[src/design/cfo_pkg.sv]
// package: register map, field layout and constants for the capture/frequency-output counter array
package cfo_pkg;
    localparam int CFO_NMOD = 4;
    localparam logic [7:0] CFO_ADDR_CTRL = 8'h00;
    localparam logic [7:0] CFO_ADDR_MODE = 8'h04;
    localparam logic [7:0] CFO_ADDR_CNT = 8'h08;
    localparam logic [7:0] CFO_ADDR_PIN = 8'h0c;
    localparam logic [7:0] CFO_ADDR_MMODE0 = 8'h10;
    localparam logic [7:0] CFO_ADDR_CAP0 = 8'h20;
    localparam logic [7:0] CFO_ADDR_IMASK = 8'h30;
    localparam logic [7:0] CFO_MOD_STRIDE = 8'h04;
    // module mode bits
    localparam int CFO_B_FLAGIE = 0;
    localparam int CFO_B_PWM = 1;
    localparam int CFO_B_TOG = 2;
    localparam int CFO_B_MAT = 3;
    localparam int CFO_B_FALL = 4;
    localparam int CFO_B_RISE = 5;
    localparam int CFO_B_COMP = 6;
    localparam int CFO_B_PWM16 = 7;
    // array mode fields
    localparam int CFO_CPS_LSB = 1;
    localparam int CFO_LEN_LSB = 8;
    // control register run bit, clock source codes, divider terminal counts, bus responses, zero-offset step
    localparam int CFO_RUN_BIT = 6;
    localparam logic [2:0] CFO_CPS_SYS12 = 3'h0;
    localparam logic [2:0] CFO_CPS_SYS4 = 3'h1;
    localparam logic [2:0] CFO_CPS_EXT = 3'h2;
    localparam logic [2:0] CFO_CPS_SYS = 3'h4;
    localparam logic [3:0] CFO_DIV12 = 4'hb;
    localparam logic [3:0] CFO_DIV4 = 4'h3;
    localparam logic [1:0] CFO_RESP_OKAY = 2'h0;
    localparam logic [1:0] CFO_RESP_SLVERR = 2'h2;
    localparam logic [8:0] CFO_OFS_ZERO = 9'h100;
endpackage

[src/design/cfo_module.sv]
// one capture/compare module: edge capture, frequency output with 16-bit match, and pwm
`timescale 1ns/10ps
`default_nettype none
module cfo_module
    import cfo_pkg::*;
(
    input wire logic aclk, // system clock
    input wire logic aresetn, // sync reset, active low
    input wire logic tick, // one array clock
    input wire logic [15:0] count, // shared counter
    input wire logic [7:0] mode, // module mode byte
    input wire logic [1:0] len_sel, // shared pwm length
    input wire logic pin_in, // synchronous pin level
    input wire logic wr_low, // software writes low byte
    input wire logic wr_high, // software writes high byte
    input wire logic [15:0] wdata, // write lanes 0 and 1
    output logic [15:0] cap, // capture/compare pair
    output logic pin_out, // drive level
    output logic event_hit // one-cycle flag set pulse
);
    typedef struct packed {
        logic [15:0] cap;
        logic prev;
        logic out;
        logic hit;
    } cfo_mst_s;
    cfo_mst_s st_reg, st_next;
    logic freq_mode, rise, fall, pwm_mode;
    logic [15:0] lmask;
    logic [8:0] ofs;
    always_comb
    begin
        freq_mode = mode[CFO_B_COMP] & mode[CFO_B_TOG] & mode[CFO_B_PWM];
        pwm_mode = mode[CFO_B_COMP] & mode[CFO_B_PWM] & ~mode[CFO_B_TOG];
        rise = mode[CFO_B_RISE] & pin_in & ~st_reg.prev;
        fall = mode[CFO_B_FALL] & ~pin_in & st_reg.prev;
        // one length for every pwm module not in 16-bit mode: len_sel is shared, not per module
        lmask = 16'h00ff;
        case (len_sel)
            2'h1: lmask = 16'h01ff;
            2'h2: lmask = 16'h03ff;
            2'h3: lmask = 16'h07ff;
            default: lmask = 16'h00ff;
        endcase
        ofs = (st_reg.cap[15:8] == 8'h00) ? CFO_OFS_ZERO : {1'b0, st_reg.cap[15:8]};
        st_next = st_reg;
        st_next.prev = pin_in;
        st_next.hit = 1'b0;
        // each byte comes from its own lane so a full-word write sets both halves
        if (wr_low)
            st_next.cap[7:0] = wdata[7:0];
        if (wr_high)
            st_next.cap[15:8] = wdata[15:8];
        if (rise | fall)
        begin
            st_next.cap = count;
            st_next.hit = 1'b1;
        end
        if (tick & freq_mode & (st_reg.cap[7:0] == count[7:0]))
        begin
            st_next.out = ~st_reg.out;
            st_next.cap[7:0] = 8'((9'(st_reg.cap[7:0]) + ofs));
        end
        if (tick & freq_mode & mode[CFO_B_MAT] & (st_reg.cap == count))
            st_next.hit = 1'b1;
        if (tick & pwm_mode)
        begin
            if (mode[CFO_B_PWM16])
                st_next.out = (count < st_reg.cap);
            else
                st_next.out = ((count & lmask) < (st_reg.cap & lmask));
        end
        if (~aresetn)
            st_next = '0;
    end
    always_ff @(posedge aclk)
        st_reg <= st_next;
    assign cap = st_reg.cap;
    assign pin_out = st_reg.out;
    assign event_hit = st_reg.hit;
    // capture: value taken from counter on an enabled edge
    cap_take_a: assert property (@(posedge aclk) disable iff (!aresetn)
        (mode[CFO_B_RISE] && pin_in && !st_reg.prev) |=> (st_reg.cap == $past(count) && st_reg.hit))
        else $error("capture missed rising edge");
    freq_gate_a: assert property (@(posedge aclk) disable iff (!aresetn)
        (!mode[CFO_B_TOG] || !mode[CFO_B_COMP]) && $past(aresetn) && !pwm_mode |=> $stable(st_reg.out))
        else $error("output toggled outside frequency mode");
endmodule
`default_nettype wire

[src/design/cfo_top.sv]
// counter array top: axi4-lite slave, shared counter, clock select, flags, irq
`timescale 1ns/10ps
`default_nettype none
module cfo_top
    import cfo_pkg::*;
(
    input wire logic aclk, // system clock 125 MHz
    input wire logic aresetn, // sync reset, active low
    input wire logic [7:0] s_awaddr, // write address
    input wire logic s_awvalid, // write address valid
    output logic s_awready, // write address ready
    input wire logic [31:0] s_wdata, // write data
    input wire logic [3:0] s_wstrb, // byte strobes
    input wire logic s_wvalid, // write data valid
    output logic s_wready, // write data ready
    output logic [1:0] s_bresp, // write response
    output logic s_bvalid, // write response valid
    input wire logic s_bready, // write response ready
    input wire logic [7:0] s_araddr, // read address
    input wire logic s_arvalid, // read address valid
    output logic s_arready, // read address ready
    output logic [31:0] s_rdata, // read data
    output logic [1:0] s_rresp, // read response
    output logic s_rvalid, // read data valid
    input wire logic s_rready, // read data ready
    input wire logic ext_clk_in, // external count source, synchronous
    input wire logic [CFO_NMOD-1:0] pin_in, // module_io_pin input levels
    output logic [CFO_NMOD-1:0] pin_out, // module_io_pin drive levels
    output logic [CFO_NMOD-1:0] pin_oe, // module_io_pin drive enables
    output logic irq // level interrupt
);
    typedef struct packed {
        logic [15:0] count;
        logic [3:0] div;
        logic ext_prev;
        logic run;
        logic [CFO_NMOD-1:0] flags;
        logic [CFO_NMOD-1:0] imask;
        logic [2:0] cps;
        logic [1:0] len;
        logic [CFO_NMOD-1:0][7:0] mmode;
        logic [CFO_NMOD-1:0] oe;
        logic [CFO_NMOD-1:0] pout;
        logic awok;
        logic [7:0] awaddr;
        logic wok;
        logic [31:0] wdata;
        logic [3:0] wstrb;
        logic bvalid;
        logic [1:0] bresp;
        logic rvalid;
        logic [31:0] rdata;
        logic [1:0] rresp;
        logic irq;
    } cfo_top_s;
    cfo_top_s st_reg, st_next;
    logic tick, do_wr;
    logic [CFO_NMOD-1:0] hit, wr_lo, wr_hi;
    logic [CFO_NMOD-1:0][15:0] cap;
    logic [CFO_NMOD-1:0] mout;
    // array clock pulse from the selected source: system clock divided by 12 or 4, undivided, or external rising edge
    always_comb
    begin
        case (st_reg.cps)
            CFO_CPS_SYS12: tick = st_reg.run & (st_reg.div == CFO_DIV12);
            CFO_CPS_SYS4: tick = st_reg.run & (st_reg.div == CFO_DIV4);
            CFO_CPS_EXT: tick = st_reg.run & ext_clk_in & ~st_reg.ext_prev;
            CFO_CPS_SYS: tick = st_reg.run;
            default: tick = st_reg.run;
        endcase
    end
    assign do_wr = st_reg.awok & st_reg.wok & ~st_reg.bvalid;
    // byte writes to capture pairs go straight to the modules
    always_comb
    begin
        for (int i = 0; i < CFO_NMOD; i++)
        begin
            wr_lo[i] = do_wr & (st_reg.awaddr == CFO_ADDR_CAP0 + 8'(i * CFO_MOD_STRIDE)) & st_reg.wstrb[0];
            wr_hi[i] = do_wr & (st_reg.awaddr == CFO_ADDR_CAP0 + 8'(i * CFO_MOD_STRIDE)) & st_reg.wstrb[1];
        end
    end
    genvar g;
    generate
        for (g = 0; g < CFO_NMOD; g++)
        begin : gm
            cfo_module u_mod (
                .aclk(aclk),
                .aresetn(aresetn),
                .tick(tick),
                .count(st_reg.count),
                .mode(st_reg.mmode[g]),
                .len_sel(st_reg.len),
                .pin_in(pin_in[g]),
                .wr_low(wr_lo[g]),
                .wr_high(wr_hi[g]),
                .wdata(st_reg.wdata[15:0]),
                .cap(cap[g]),
                .pin_out(mout[g]),
                .event_hit(hit[g])
            );
        end
    endgenerate
    // main state: counter, registers, bus handshakes
    always_comb
    begin
        st_next = st_reg;
        st_next.ext_prev = ext_clk_in;
        st_next.div = (st_reg.div == CFO_DIV12 || tick) ? 4'h0 : st_reg.div + 4'h1;
        if (tick)
            st_next.count = st_reg.count + 16'h0001;
        // accept address and data in either order
        if (s_awvalid & ~st_reg.awok)
        begin
            st_next.awok = 1'b1;
            st_next.awaddr = s_awaddr;
        end
        if (s_wvalid & ~st_reg.wok)
        begin
            st_next.wok = 1'b1;
            st_next.wdata = s_wdata;
            st_next.wstrb = s_wstrb;
        end
        // flag clear by write-one goes first so a same-cycle hit wins
        if (do_wr)
        begin
            st_next.awok = 1'b0;
            st_next.wok = 1'b0;
            st_next.bvalid = 1'b1;
            st_next.bresp = CFO_RESP_OKAY;
            case (st_reg.awaddr)
                CFO_ADDR_CTRL:
                begin
                    if (st_reg.wstrb[0])
                    begin
                        st_next.flags = st_reg.flags & ~st_reg.wdata[CFO_NMOD-1:0];
                        st_next.run = st_reg.wdata[CFO_RUN_BIT];
                    end
                end
                CFO_ADDR_MODE:
                begin
                    if (st_reg.wstrb[0])
                        st_next.cps = st_reg.wdata[CFO_CPS_LSB +: 3];
                    if (st_reg.wstrb[1])
                        st_next.len = st_reg.wdata[CFO_LEN_LSB +: 2];
                end
                CFO_ADDR_CNT:
                begin
                    if (st_reg.wstrb[0])
                        st_next.count[7:0] = st_reg.wdata[7:0];
                    if (st_reg.wstrb[1])
                        st_next.count[15:8] = st_reg.wdata[15:8];
                end
                CFO_ADDR_PIN:
                begin
                    if (st_reg.wstrb[0])
                        st_next.oe = st_reg.wdata[CFO_NMOD-1:0];
                end
                CFO_ADDR_IMASK:
                begin
                    if (st_reg.wstrb[0])
                        st_next.imask = st_reg.wdata[CFO_NMOD-1:0];
                end
                default:
                begin
                    st_next.bresp = CFO_RESP_SLVERR;
                    for (int i = 0; i < CFO_NMOD; i++)
                    begin
                        if (st_reg.awaddr == CFO_ADDR_MMODE0 + 8'(i * CFO_MOD_STRIDE))
                        begin
                            st_next.bresp = CFO_RESP_OKAY;
                            if (st_reg.wstrb[0])
                                st_next.mmode[i] = st_reg.wdata[7:0];
                        end
                        if (st_reg.awaddr == CFO_ADDR_CAP0 + 8'(i * CFO_MOD_STRIDE))
                            st_next.bresp = CFO_RESP_OKAY;
                    end
                end
            endcase
        end
        st_next.flags = st_next.flags | hit;
        if (st_reg.bvalid & s_bready)
            st_next.bvalid = 1'b0;
        // read path, one read at a time
        if (s_arvalid & ~st_reg.rvalid)
        begin
            st_next.rvalid = 1'b1;
            st_next.rresp = CFO_RESP_OKAY;
            st_next.rdata = 32'h0000_0000;
            case (s_araddr)
                CFO_ADDR_CTRL: st_next.rdata = 32'({st_reg.run, 2'h0, st_reg.flags});
                CFO_ADDR_MODE: st_next.rdata = 32'({st_reg.len, 4'h0, st_reg.cps, 1'b0});
                CFO_ADDR_CNT: st_next.rdata = 32'(st_reg.count);
                CFO_ADDR_PIN: st_next.rdata = 32'({pin_in, 4'h0, st_reg.oe});
                CFO_ADDR_IMASK: st_next.rdata = 32'(st_reg.imask);
                default:
                begin
                    st_next.rresp = CFO_RESP_SLVERR;
                    for (int i = 0; i < CFO_NMOD; i++)
                    begin
                        if (s_araddr == CFO_ADDR_MMODE0 + 8'(i * CFO_MOD_STRIDE))
                        begin
                            st_next.rresp = CFO_RESP_OKAY;
                            st_next.rdata = 32'(st_reg.mmode[i]);
                        end
                        if (s_araddr == CFO_ADDR_CAP0 + 8'(i * CFO_MOD_STRIDE))
                        begin
                            st_next.rresp = CFO_RESP_OKAY;
                            st_next.rdata = 32'(cap[i]);
                        end
                    end
                end
            endcase
        end
        else if (st_reg.rvalid & s_rready)
            st_next.rvalid = 1'b0;
        st_next.pout = mout;
        st_next.irq = |(st_reg.flags & st_reg.imask);
        if (~aresetn)
            st_next = '0;
    end
    always_ff @(posedge aclk)
        st_reg <= st_next;
    assign s_awready = ~st_reg.awok;
    assign s_wready = ~st_reg.wok;
    assign s_bvalid = st_reg.bvalid;
    assign s_bresp = st_reg.bresp;
    assign s_arready = ~st_reg.rvalid;
    assign s_rvalid = st_reg.rvalid;
    assign s_rdata = st_reg.rdata;
    assign s_rresp = st_reg.rresp;
    assign pin_out = st_reg.pout;
    assign pin_oe = st_reg.oe;
    assign irq = st_reg.irq;
    // a hit always lands in the flag, even against a clear
    flag_set_a: assert property (@(posedge aclk) disable iff (!aresetn)
        hit[0] |=> st_reg.flags[0])
        else $error("match flag not set after hit");
    // flag holds unless software writes the control register
    flag_hold_a: assert property (@(posedge aclk) disable iff (!aresetn)
        st_reg.flags[0] && !(do_wr && st_reg.awaddr == CFO_ADDR_CTRL) |=> st_reg.flags[0])
        else $error("match flag cleared without software");
    irq_level_a: assert property (@(posedge aclk) disable iff (!aresetn)
        (|(st_reg.flags & st_reg.imask)) |=> irq)
        else $error("irq missing for enabled flag");
    count_step_a: assert property (@(posedge aclk) disable iff (!aresetn)
        tick && !do_wr |=> st_reg.count == 16'($past(st_reg.count) + 16'h0001))
        else $error("counter did not step on array tick");
    bresp_hold_a: assert property (@(posedge aclk) disable iff (!aresetn)
        s_bvalid && !s_bready |=> s_bvalid && $stable(s_bresp))
        else $error("write response dropped early");
endmodule
`default_nettype wire

[config.mk]
export PLATFORM = sky130hd
export DESIGN_NAME = cfo_top
export DESIGN_NICKNAME = d
export VERILOG_FILES = /design/src/design/cfo_pkg.sv /design/src/design/cfo_module.sv /design/src/design/cfo_top.sv
export SDC_FILE = /design/constraint.sdc
export NUM_CORES = 1
export LEC_CHECK = 0
export ABC_AREA = 1
export ABC_CLOCK_PERIOD_IN_PS = 3100
export BUFFER_PORTS_ARGS = -buffer_cell sky130_fd_sc_hd__buf_2
export CAP_MARGIN = 5
export CORE_UTILIZATION = 59
export CTS_BUF_LIST = sky130_fd_sc_hd__clkbuf_4 sky130_fd_sc_hd__clkbuf_8
export DETAILED_ROUTE_END_ITERATION = 7
export PLACE_DENSITY = 0.75
export SLEW_MARGIN = 20
export SYNTH_ARGS = -nofsm -noshare
export SYNTH_HDL_FRONTEND = slang
export SYNTH_SLANG_ARGS = --single-unit
[constraint.sdc]
create_clock -name aclk -period 3.1 [get_ports aclk]
set_input_delay 0 -clock aclk [delete_from_list [all_inputs] [get_ports aclk]]
set_output_delay 0 -clock aclk [all_outputs]
set_load 0.005 [all_outputs]
Word-level counts from Yosys, hierarchy flattened
Cells that the tools add are included.
- $add $sub $neg: 6
- $lt $le $gt $ge: 8
- eq/ne operators: 39
- mux-type cells: 87
- bitwise gates (word level): 111
- reductions and logical operators: 36
- operators by type and width (cell ; count):
    34-bit two-way mux ; 7
    8-bit two-way mux ; 26
    32-bit case mux with 5 select lines ; 1
    16-bit less-than comparator ; 8
    16-bit two-way mux ; 7
    8-bit by 6-bit equality test with 1-bit output, second input constant ; 10
    1-bit bitwise AND ; 75
    16-bit bitwise AND ; 4
    16-bit equality test ; 4
    8-bit by 5-bit equality test with 1-bit output, second input constant ; 8
    49-bit two-way mux ; 1
    8-bit logical NOT ; 6
    11-bit case mux with 3 select lines ; 1
    8-bit adder ; 4
    8-bit by 4-bit equality test with 1-bit output, second input constant ; 4
    8-bit equality test ; 4
    32-bit two-way mux ; 1
    4-bit two-way mux ; 6
    1-bit inverter ; 23
    1-bit two-way mux ; 22
    2-bit two-way mux ; 11
    2-bit nonzero test ; 9
    16-bit by 1-bit adder with 16-bit output, second input constant ; 1
    16-bit by 11-bit bitwise AND with 16-bit output ; 1
    other kinds (24) ; 43
- flip-flop bits (word level): 218
- input port bits: 64
- output and inout port bits: 50
- logic and storage cells: 332

Depth between registers and ports, before layout
Gate-level depths: netlist of the first run.
- depth in word-level cells: 10
- gate-level depth with buffers: 14
- mapped depth without buffers: 13

Hierarchy
A second synthesis of the first run with hierarchy kept.
- cells, all modules: 2231
- area total of the unflattened synthesis: 14971.9 um^2
- by module, submodules not included (module ; times used ; cells an instance ; area each (um^2) ; sequential area each (um^2)):
    cfo_top ; 1 ; 975 ; 6703.9 ; 2482.4
    cfo_module (gm[0].u_mod ...) ; 2 ; 318 ; 2070.7 ; 380.4
    cfo_module (gm[1].u_mod ...) ; 2 ; 310 ; 2063.2 ; 380.4

Least setup slack after synthesis of the first run
Ideal clock, no wire load.
- path type: register to register
- start point: reg st_reg[144] (netlist bit)
- end point: reg gm[3].u_mod.st_reg (netlist bit gm[3].u_mod.cap[7])
- setup time: 115 ps
- arrival time: 1739 ps
- required time: 2985 ps
- setup slack: 1246 ps
- stages on the path, launching flop included: 11
- buffers on the path: 1
- clock period less this slack: 1854 ps
- cell sequence: dfxtp_1 inv_1 ha_1 nand3_1 nor3_1 nand3_4 nand3_2 buf_4 nand2_1 a21oi_1 nor2_1
- cells in the longest elaborated chain, start to end: 3
- elaborated cells on any way between the ends: 4
- classes of those cells: eq/ne: 1; mux: 1; bitwise: 1; reduce/logical: 1
- RTL lines (what ; line ; text):
    start: declaration ; cfo_top.sv:56 ; cfo_top_s st_reg, st_next;
    start signal: assignment ; cfo_top.sv:222 ; st_reg <= st_next;
    8-bit equality test (*) ; cfo_module.sv:59 ; if (tick & freq_mode & (st_reg.cap[7:0] == count[7:0]))
    1-bit bitwise AND (*) ; cfo_module.sv:59 ;
    3-bit nonzero test (no source line) or 8-bit two-way mux (tied branches) ; -- ;
    end signal: assignment ; cfo_module.sv:77 ; st_reg <= st_next;
    end: declaration ; cfo_module.sv:27 ; cfo_mst_s st_reg, st_next;
Every way passes the cells marked *; elsewhere a longest branch is shown, timed or not.
A chain may end at the register's enable or synchronous reset.

Final worst setup path of the first run
- start point: reg st_reg[145] (netlist bit)
- end point: reg st_reg[158] (netlist bit)
- cells in the longest elaborated chain, start to end: 5
- RTL lines (what ; line ; text):
    16-bit by 1-bit adder with 16-bit output (*) ; cfo_top.sv:110 ; st_next.count = st_reg.count + 16'h0001;
    16-bit two-way mux (*) ; cfo_top.sv:109 ; if (tick)
    8-bit two-way mux ; cfo_top.sv:150 ; if (st_reg.wstrb[1])
    16-bit two-way mux ; cfo_top.sv:130 ; case (st_reg.awaddr)
    16-bit two-way mux (*) ; cfo_top.sv:124 ; if (do_wr)
Marked as above.

==> results of run 1 <==
## metrics by stage
step           total power [mW]  cells  utilization (%)  setup WS, ps  hold WS [ps]
5_1_grt                   6.013   2496            65.37         530.6         140.4
2_1_floorplan             3.494   2123                -          1246         93.45
6_report                  5.801   2496            65.37         628.3         105.2
4_1_cts                   5.748   2496            65.37         704.3         103.2
3_5_place_dp              3.775   2405            60.86         706.3         189.6
3_3_place_gp              3.752   2405            60.86         727.9         185.0
## layout make-up
cell class / instances / area [um2]
inverter: 258 / 975.9
multi-input combinational: 1529 / 8354
fill: 2213 / 8128
timing repair buffer: 158 / 1144
sequential: 200 / 4004
clock inverter: 15 / 234.0
tap: 319 / 399.1
clock buffer: 17 / 234.0
## worst max-delay path, delay by kind of cell (launching register included)
kind	cells	cell delay [ps]
compound gates	1	100
fa+ha+maj	1	380
buf+inv	2	160
flops	1	740
simple gates	6	980
## per-layer routing
metal  vias up  wire (um)  global-route usage (%)
li1       6994          -                       -
met1      6713      20220                   53.75
met2       848      21810                   64.69
met3       173       5573                   9.360
met4         0       2808                   22.64
met5         -          0                       0
## how the worst max path moves through the flow
stage / start / to / slack (ps) / depth (start not counted)
finish: st_reg[145] / st_reg[158] / 630 / 10
global route: st_reg[147] / gm[3].u_mod.cap[3] / 530 / 8
CTS: st_reg[147] / gm[3].u_mod.cap[3] / 700 / 8
detailed placement: st_reg[147] / gm[3].u_mod.cap[3] / 710 / 8
global placement: st_reg[147] / gm[3].u_mod.cap[3] / 730 / 8
floorplan: st_reg[144] / gm[3].u_mod.cap[7] / 1250 / 10
## cells in the final DEF (no fill, tap or decap), types with 8 or more instances in the layout
cell	n
o22ai_1	10
nor3_1	18
o211ai_1	13
conb_1	18
ha_1	106
a211oi_1	23
buf_4	23
inv_1	234
nor2_4	8
buf_2	76
dfxtp_1	200
nand3_1	153
o21ai_0	169
o21ai_1	36
a21oi_1	132
a31oi_1	21
clkbuf_8	17
nand2_1	452
nand4_1	32
nand2_2	8
xor2_1	9
inv_2	18
dlygate4sd3_1	59
nor2_1	222
nor2_2	14
xnor2_1	11
## repair_timing
item,in CTS,in global routing
hold buffers,59,0
endpoints found under the hold margin,47,0
setup buffers,0,0
## cell families (layout without fill, tap and decap cells)
kind of cell,Yosys count,after routing,share of synthesized area (%)
fa+ha+maj,110,110,9.979
other cells,1,18,0.02661
simple gates,946,946,30.28
buf+inv,394,448,12.77
compound gates,435,435,17.29
flops,200,200,28.41
xor+xnor,20,20,1.243
## power breakdown
part | internal (mW) | switching [mW] | total [mW]
Sequential | 2.68 | 0.168 | 2.84
Clock | 0.797 | 1.18 | 1.98
Combinational | 0.353 | 0.628 | 0.981
==> flow_metrics.env, run 1 <==
export IMPL_core_area_um2=23470
export IMPL_synth_area_um2=14090
export IMPL_cts_buffers=17
export IMPL_crit_chain="ha_1 > inv_1 > nor3_1 > nand3_1 > nand2_1 > nand2_1 > nand2_1 > nand3_1 > o211ai_1 > inv_1"
export IMPL_grt_max_degree=71
export IMPL_overflow=0
export IMPL_fp_dieW_um=156.6
export IMPL_rr_worst_depth=10
export IMPL_syn_inst=2106
export IMPL_tightestPinTransition_ps=992.0
export IMPL_drt_iter0_markers=1858
export IMPL_synth_edf_count=0
export IMPL_gp_congestion=1.028
export IMPL_vias=14730
export IMPL_p_leak_nw=6.885
export IMPL_synth_seq_cells=200
export IMPL_antenna_found_initial=0
export IMPL_drive_above_1_share_pct=10.38
export IMPL_hold_start="s_araddr[7]"
export IMPL_grt_usage_pct=41.72
export IMPL_io_buffers=77
export IMPL_grt_pass1_wl_mm=75.66
export IMPL_ys_flop_type="dfxtp_1"
export IMPL_path_clk_slew_ps=140
export IMPL_root_buffer="clkbuf_8"
export IMPL_fmax_ghz=0.4046
export IMPL_start_util_pct=60.04
export IMPL_finalHoldViolCount=0
export IMPL_min_path_type="input port to flop"
export IMPL_finalMaxSlewViolations=0
export IMPL_min_path_cells=8
export IMPL_ir_drop_mv=0.2729
export IMPL_power_density_nw_per_um2=378.0
export IMPL_ios=114
export IMPL_drc_errors=1
export IMPL_avgSynthCellArea_um2=6.692
export IMPL_violations="DRC"
export IMPL_clock_sinks=200
export IMPL_yosysSeqAreaShare_pct=28.41
export IMPL_wl_per_cell_um=20.20
export IMPL_synth_top_cells_by_count="nand2_1, inv_1, nor2_1"
export IMPL_regToRegSetupSlack_ps=630
export IMPL_die_h_um=156.6
export IMPL_fin_worst_skew_ps=36.21
export IMPL_cap_viol_max_count=0
export IMPL_synth_cell_type_count=51
export IMPL_worstSetupPathType="flop to flop"
export IMPL_r2r_start="st_reg[145]"
export IMPL_clk_path_buf_depth=2
export IMPL_fp_row_count=56
export IMPL_startpoint_type="flop"
export IMPL_diodes=0
export IMPL_yosys_area_top_type="dfxtp_1"
export IMPL_rsz0062_at_grt="no"
export IMPL_first_pass_iters=8
export IMPL_ctsResizeCount=0
export IMPL_period_needed_ps=2472
export IMPL_synth_top_area_share_pct=28.41
export IMPL_slew_limit_headroom_pct=33.71
export IMPL_yosys_warnings=0
export IMPL_syn2layout_area_growth_pct=8.878
export IMPL_synthTopCellsByArea="dfxtp_1, nand2_1, ha_1, inv_1, o21ai_0"
export IMPL_r2r_end="st_reg[158]"
export IMPL_via_per_inst=5.901
export IMPL_grt_pass1_vias=13280
export IMPL_nets=2338
export IMPL_place_area_um2=14290
export IMPL_crit_path_max_incr_delay_ps=740
export IMPL_ant_nets=0
export IMPL_finalSetupViolCount=0
export IMPL_cpMaxStageDelayCell="dfxtp_1"
export IMPL_final_cell_area_um2=15340
export IMPL_cp_arrival_ps=2870
export IMPL_cp_required_ps=3500
export IMPL_status="complete, but fails checks"
export IMPL_yosysMostFrequentCell="nand2_1"
export IMPL_finalCritPeriodShare_pct=79.73
export IMPL_end_kind="flop"
export IMPL_whs_endpoint="s_rdata[1]"
export IMPL_insertion_delay_ps=520
export IMPL_place_hpwl_mm=37.00
export IMPL_die_area_um2=24510
export IMPL_cts_tree="built"
export IMPL_htree_levels=4
export IMPL_crit_fanout=7
export IMPL_largest_register_ffs=95
export IMPL_crit_top_cell="nand2_1"
export IMPL_final_setup_tns_ps=0
export IMPL_synth_async_reset_ratio_pct=0
export IMPL_wirelength_mm=50.42
Power figures use the tool's default switching activity.
==> run 2, diff against run 1 <==
--- a/config.mk
+++ b/config.mk
@@ -6,7 +6,7 @@
 export NUM_CORES = 1
 export LEC_CHECK = 0
 export ABC_AREA = 1
-export ABC_CLOCK_PERIOD_IN_PS = 3100
+export ABC_CLOCK_PERIOD_IN_PS = 2400
 export BUFFER_PORTS_ARGS = -buffer_cell sky130_fd_sc_hd__buf_2
 export CAP_MARGIN = 5
 export CORE_UTILIZATION = 59
==> constraint.sdc (replaced) <==
create_clock -name aclk -period 2.4 [get_ports aclk]
set_input_delay 0 -clock aclk [delete_from_list [all_inputs] [get_ports aclk]]
set_output_delay 0 -clock aclk [all_outputs]
set_load 0.005 [all_outputs]
==> flow_metrics.env, run 2 (same netlist as run 1, synthesis figures left out) <==
export IMPL_die_h_um=156.6
export IMPL_cp_arrival_ps=2570
export IMPL_rr_worst_depth=9
export IMPL_cp_num_cells=9
export IMPL_grt_pass1_vias=13150
export IMPL_place_hpwl_mm=38.32
export IMPL_final_core_util_pct=66.19
export IMPL_grt_pass1_wl_mm=75.02
export IMPL_critPathBufInv=2
export IMPL_worstSetupPathType="flop to flop"
export IMPL_insertion_delay_ps=520
export IMPL_crit_path_max_incr_delay_ps=460
export IMPL_ir_drop_mv=0.3769
export IMPL_fp_row_count=56
export IMPL_fin_ws_ps=253.0
export IMPL_crit_family="simple AND/OR/NAND/NOR gates"
export IMPL_postCtsSetupBuffers=0
export IMPL_finalMaxSlewViolations=0
export IMPL_root_buffer="clkbuf_8"
export IMPL_seq_area_um2=4005
export IMPL_total_power_mw=7.276
export IMPL_crit_fanout=13
export IMPL_cts_tree="built"
export IMPL_nets=2374
export IMPL_syn2layout_area_growth_pct=10.25
export IMPL_r2r_start="gm[0].u_mod.cap[7]"
export IMPL_path_clk_slew_ps=130
export IMPL_finalCritPeriodShare_pct=89.46
export IMPL_cp_required_ps=2830
export IMPL_startpoint_type="flop"
export IMPL_largest_register_ffs=95
export IMPL_wirelength_mm=50.58
export IMPL_cpMaxStageDelayCell="dfxtp_1"
export IMPL_io_buffers=77
export IMPL_drt_iter0_markers=1575
export IMPL_power_density_nw_per_um2=468.3
export IMPL_final_cell_area_um2=15540
export IMPL_core_area_um2=23470
export IMPL_grt_max_degree=145
export IMPL_htree_levels=4
export IMPL_slew_limit_headroom_pct=52.44
export IMPL_fin_worst_skew_ps=30.12
export IMPL_cap_viol_max_count=0
export IMPL_ios=114
export IMPL_fmax_ghz=0.4658
export IMPL_start_util_pct=60.04
export IMPL_r2r_end="gm[0].u_mod.cap[1]"
export IMPL_place_area_um2=14730
export IMPL_vias=14650
export IMPL_crit_path_start="gm[0].u_mod.cap[7]"
export IMPL_pre_cts_ws_ps=225.1
export IMPL_first_pass_iters=8
export IMPL_finalHoldViolCount=0
export IMPL_cts_buffers=17
export IMPL_drc_errors=0
export IMPL_drive_above_1_share_pct=12.88
export IMPL_tightestPinTransition_ps=711.1
export IMPL_fp_dieW_um=156.6
export IMPL_multiInputGateArea_um2=8367
export IMPL_ant_nets=0
export IMPL_gp_congestion=1.045
export IMPL_p_leak_nw=7.072
export IMPL_status="finished, final reports clean"
export IMPL_hold_slack_ps=54.80
export IMPL_num_fill_cells=2211
export IMPL_final_common_cell="nand2_1"
export IMPL_period_needed_ps=2147
export IMPL_regToRegSetupSlack_ps=250
export IMPL_wl_per_cell_um=19.98
export IMPL_end_kind="flop"
export IMPL_final_cell_mix="nand2_1, inv_1, nor2_1"
export IMPL_clk_path_buf_depth=2
export IMPL_diodes=0
export IMPL_antenna_found_initial=0
export IMPL_min_path_type="input port to flop"
export IMPL_placed_cells=2462
export IMPL_crit_chain="inv_1 > ha_1 > nand4_1 > nor3_1 > nand3_4 > nand3_2 > inv_1 > nor2_1 > nor2_1"
export IMPL_rsz0062_at_grt="no"
export IMPL_via_per_inst=5.787
export IMPL_final_setup_tns_ps=0
export IMPL_clock_sinks=200
export IMPL_fin_cells=2532
export IMPL_finalSetupViolCount=0
export IMPL_endpoint="gm[0].u_mod.cap[1]"
export IMPL_grt_usage_pct=41.38
export IMPL_die_area_um2=24510
export IMPL_overflow=0
[run 2: changes by cell type in the layout (fill, tap and decap cells not counted), sizes merged]
cell	previous run	this run
clkbuf	17	18
inv	262	264
buf	99	156
clkinv	9	7
dlygate4sd3	59	38
bufinv	2	0
clkinvlp	0	1
[run 2: worst min-delay path: cells and delay by family]
family	cells	cell delay [ps]
buffers and inverters	2	330
AO/OA/AOI/OAI	1	200
[run 2: repair_timing]
| action | CTS | global route |
|---|---|---|
| endpoints found under the hold margin | 44 | 0 |
| hold buffers | 38 | 0 |
| gates resized for setup | 0 | 3 |
| setup endpoints to repair | 0 | 10 |
[run 2: per-layer routing]
metal | vias to the layer above | track usage, % | routed length (um) | share of wire, %
li1 | 7039 | - | - | -
met1 | 6646 | 53.18 | 20460 | 40
met2 | 788 | 64.26 | 22080 | 44
met3 | 179 | 8.003 | 5024 | 9.9
met4 | 0 | 24.74 | 3016 | 6.0
met5 | - | 0 | 0 | 0
[run 2: where the power goes]
group	switching, mW	internal, mW	leakage (nW)
combinational	0.813	0.458	5.23
clock	1.52	0.839	0.207
sequential	0.195	3.46	1.63
total	2.52	4.75	7.07
[run 2: how the worst min path moves through the flow]
stage	from	endpoint	slack, ps	cells after the start
after global routing	aresetn	gm[0].u_mod.cap[7]	60	3
after floorplan	pin_in[0]	gm[0].u_mod.st_reg[2]	90	2
after CTS	aresetn	gm[0].u_mod.cap[7]	40	3
after detailed placement	s_bready	s_bvalid	190	2
final	aresetn	gm[0].u_mod.cap[7]	50	3
after global placement	s_bready	s_bvalid	190	2
[run 2: area by class of cell]
cell class              count  share of cell area (%)
multi-input cells        1529                   53.85
flip-flops and latches    200                   25.78
clock inverters            14                   1.087
clock buffers              18                   1.594
inverters                 258                   6.281
well taps                 319                   2.569
repair buffers            194                   8.842
==> run 3, diff against run 2 <==
--- a/config.mk
+++ b/config.mk
@@ -12,8 +12,9 @@
 export CORE_UTILIZATION = 59
 export CTS_BUF_LIST = sky130_fd_sc_hd__clkbuf_4 sky130_fd_sc_hd__clkbuf_8
 export DETAILED_ROUTE_END_ITERATION = 7
-export PLACE_DENSITY = 0.75
+export PLACE_DENSITY = 0.74
 export SLEW_MARGIN = 20
 export SYNTH_ARGS = -nofsm -noshare
 export SYNTH_HDL_FRONTEND = slang
+export SYNTH_HIERARCHICAL = 1
 export SYNTH_SLANG_ARGS = --single-unit
==> flow_metrics.env, run 3 <==
export IMPL_status="complete, but fails checks"
export IMPL_violations="DRC"
export IMPL_grt_max_degree=50
export IMPL_yosysSeqAreaShare_pct=26.74
export IMPL_cp_arrival_ps=2650
export IMPL_cap_viol_max_count=0
export IMPL_clk_path_buf_depth=2
export IMPL_grt_usage_pct=40.77
export IMPL_synth_async_reset_ratio_pct=0
export IMPL_core_area_um2=24600
export IMPL_synth_edf_count=0
export IMPL_first_pass_iters=8
export IMPL_crit_chain="nor2_1 > buf_4 > clkinv_1 > nor2_1 > nor2_1 > dlygate4sd3_1"
export IMPL_fp_row_count=57
export IMPL_final_setup_tns_ps=0
export IMPL_synthTopCellsByArea="dfxtp_1, nand2_1, ha_1, inv_1, nand3_1"
export IMPL_htree_levels=4
export IMPL_ios=114
export IMPL_ant_nets=0
export IMPL_crit_top_cell="nor2_1"
export IMPL_start_util_pct=60.85
export IMPL_gp_congestion=0.9935
export IMPL_insertion_delay_ps=520
export IMPL_cpMaxStageDelayCell="dlygate4sd3_1"
export IMPL_regToRegSetupSlack_ps=180
export IMPL_min_path_cells=4
export IMPL_avgSynthCellArea_um2=6.711
export IMPL_end_kind="flop"
export IMPL_via_per_inst=5.820
export IMPL_r2r_start="st_reg[75]"
export IMPL_synth_seq_cells=200
export IMPL_antenna_found_initial=2
export IMPL_drc_errors=1
export IMPL_power_density_nw_per_um2=399.7
export IMPL_root_buffer="clkbuf_8"
export IMPL_syn_inst=2231
export IMPL_synth_top_cells_by_count="nand2_1, inv_1, dfxtp_1"
export IMPL_place_hpwl_mm=38.35
export IMPL_fin_worst_skew_ps=32.73
export IMPL_die_area_um2=26020
export IMPL_placed_cells=2537
export IMPL_fin_ws_ps=179.7
export IMPL_path_clk_slew_ps=140
export IMPL_final_common_cell="nand2_1"
export IMPL_finalSetupViolCount=0
export IMPL_cts_buffers=17
export IMPL_slew_limit_headroom_pct=54.48
export IMPL_synth_area_um2=14970
export IMPL_total_power_mw=6.439
export IMPL_synth_top_area_share_pct=26.74
export IMPL_fp_dieW_um=161.3
export IMPL_grt_pass1_vias=13780
export IMPL_finalMaxSlewViolations=0
export IMPL_nets=2455
export IMPL_fin_cells=2618
export IMPL_diodes=0
export IMPL_rsz0062_at_grt="no"
export IMPL_synth_cell_type_count=56
export IMPL_drive_above_1_share_pct=12.47
export IMPL_syn2layout_area_growth_pct=7.588
export IMPL_ir_drop_mv=0.4925
export IMPL_wirelength_mm=52.67
export IMPL_clock_sinks=200
export IMPL_rr_worst_depth=6
export IMPL_startpoint_type="flop"
export IMPL_min_path_type="input port to flop"
export IMPL_crit_path_start="st_reg[75]"
export IMPL_fmax_ghz=0.4504
export IMPL_cts_tree="built"
export IMPL_crit_fanout=27
export IMPL_wl_per_cell_um=20.12
export IMPL_io_buffers=77
export IMPL_yosys_area_top_type="dfxtp_1"
export IMPL_pre_cts_ws_ps=97.14
export IMPL_drt_iter0_markers=1812
export IMPL_period_needed_ps=2220
export IMPL_tightestPinTransition_ps=682.1
export IMPL_vias=15240
export IMPL_finalCritPeriodShare_pct=92.51
export IMPL_ys_flop_type="dfxtp_1"
export IMPL_overflow=0
export IMPL_yosysMostFrequentCell="nand2_1"
export IMPL_grt_pass1_wl_mm=79.75
export IMPL_yosys_warnings=6
export IMPL_final_cell_mix="nand2_1, inv_1, dfxtp_1"
export IMPL_largest_register_ffs=95
export IMPL_hold_start="s_arvalid"
export IMPL_finalHoldViolCount=0
export IMPL_crit_path_max_incr_delay_ps=570
export IMPL_p_leak_nw=7.535
export IMPL_cp_required_ps=2830
export IMPL_die_h_um=161.3
export IMPL_worstSetupPathType="flop to flop"
==> run 3: cell types whose count changed in the layout (fill, tap and decap cells not counted), moves of 9 or more <==
cell / change
a22oi_1: +14
nand2_1: +82
xor2_1: +13
inv_1: +72
nor2_4: +9
a21oi_2: +9
nand3_1: +29
inv_2: -11
o21ai_0: -61
buf_4: -15
o22ai_1: -9
nor2_1: -60
o21ai_1: -16
==> run 3: path summary, 6_finish.rpt <==
path,end
min,s_rdata[11]
max reg2reg,st_reg[56]
min reg2reg,st_reg[140]
max,st_reg[56]
==> run 3: routing by layer <==
layer,vias to the layer above,GRT usage (%),share of wire (%)
met4,2,21.44,5.3
met5,-,0,0.025
li1,7225,-,-
met3,166,10.17,12
met1,6963,51.76,39
met2,881,63.71,43
==> run 3: per-stage QoR <==
step | utilization, % | hold slack [ps] | area [um2]
6_report | 65.47 | 58.85 | 16110
5_1_grt | 65.47 | 78.68 | 16110
4_1_cts | 65.27 | 44.67 | 16060
3_5_place_dp | 61.68 | 198.4 | 15180
3_3_place_gp | 61.68 | 186.3 | 15180
2_1_floorplan | - | 93.45 | 15040
==> run 3: final cells by class <==
type	instances	area [um2]
Sequential cell	200	4005
Fill cell	2224	8497
Clock buffer	18	241.5
Inverter	319	1202
Clock inverter	14	172.7
Timing Repair Buffer	194	1481
Multi-Input combinational cell	1549	8600
Tap cell	324	405.4
==> run 3: repair_timing <==
| item | CTS | global route |
|---|---|---|
| hold buffers | 47 | 0 |
| setup buffers | 0 | 3 |
| endpoints found under the setup margin | 0 | 40 |
| endpoints found under the hold margin | 61 | 0 |
| gates resized for setup | 0 | 8 |
==> run 3: where the power goes <==
group / switching, mW / total (mW) / internal [mW]
registers: 0.102 / 3.49 / 3.39
clock network: 1.49 / 2.31 / 0.816
logic: 0.424 / 0.642 / 0.218
==> run 3: critical path: cells and delay by family, from the launching register on <==
kind          cells  cell delay (ps)
buf+inv           3             1240
flops             1              350
simple gates      3              540
==> run 3: cells by family (layout without fill, tap and decap cells) <==
family | after synthesis | in the layout | share of synthesized area, %
AOI/OAI and AO/OA | 375 | 375 | 14.87
xor gates and xnor gates | 30 | 30 | 1.755
adders and majority gates | 110 | 110 | 9.393
buffers and inverters | 499 | 545 | 16.47
DFF | 200 | 200 | 26.74
other | 1 | 18 | 0.02505
and+or+nand+nor | 1016 | 1016 | 30.75
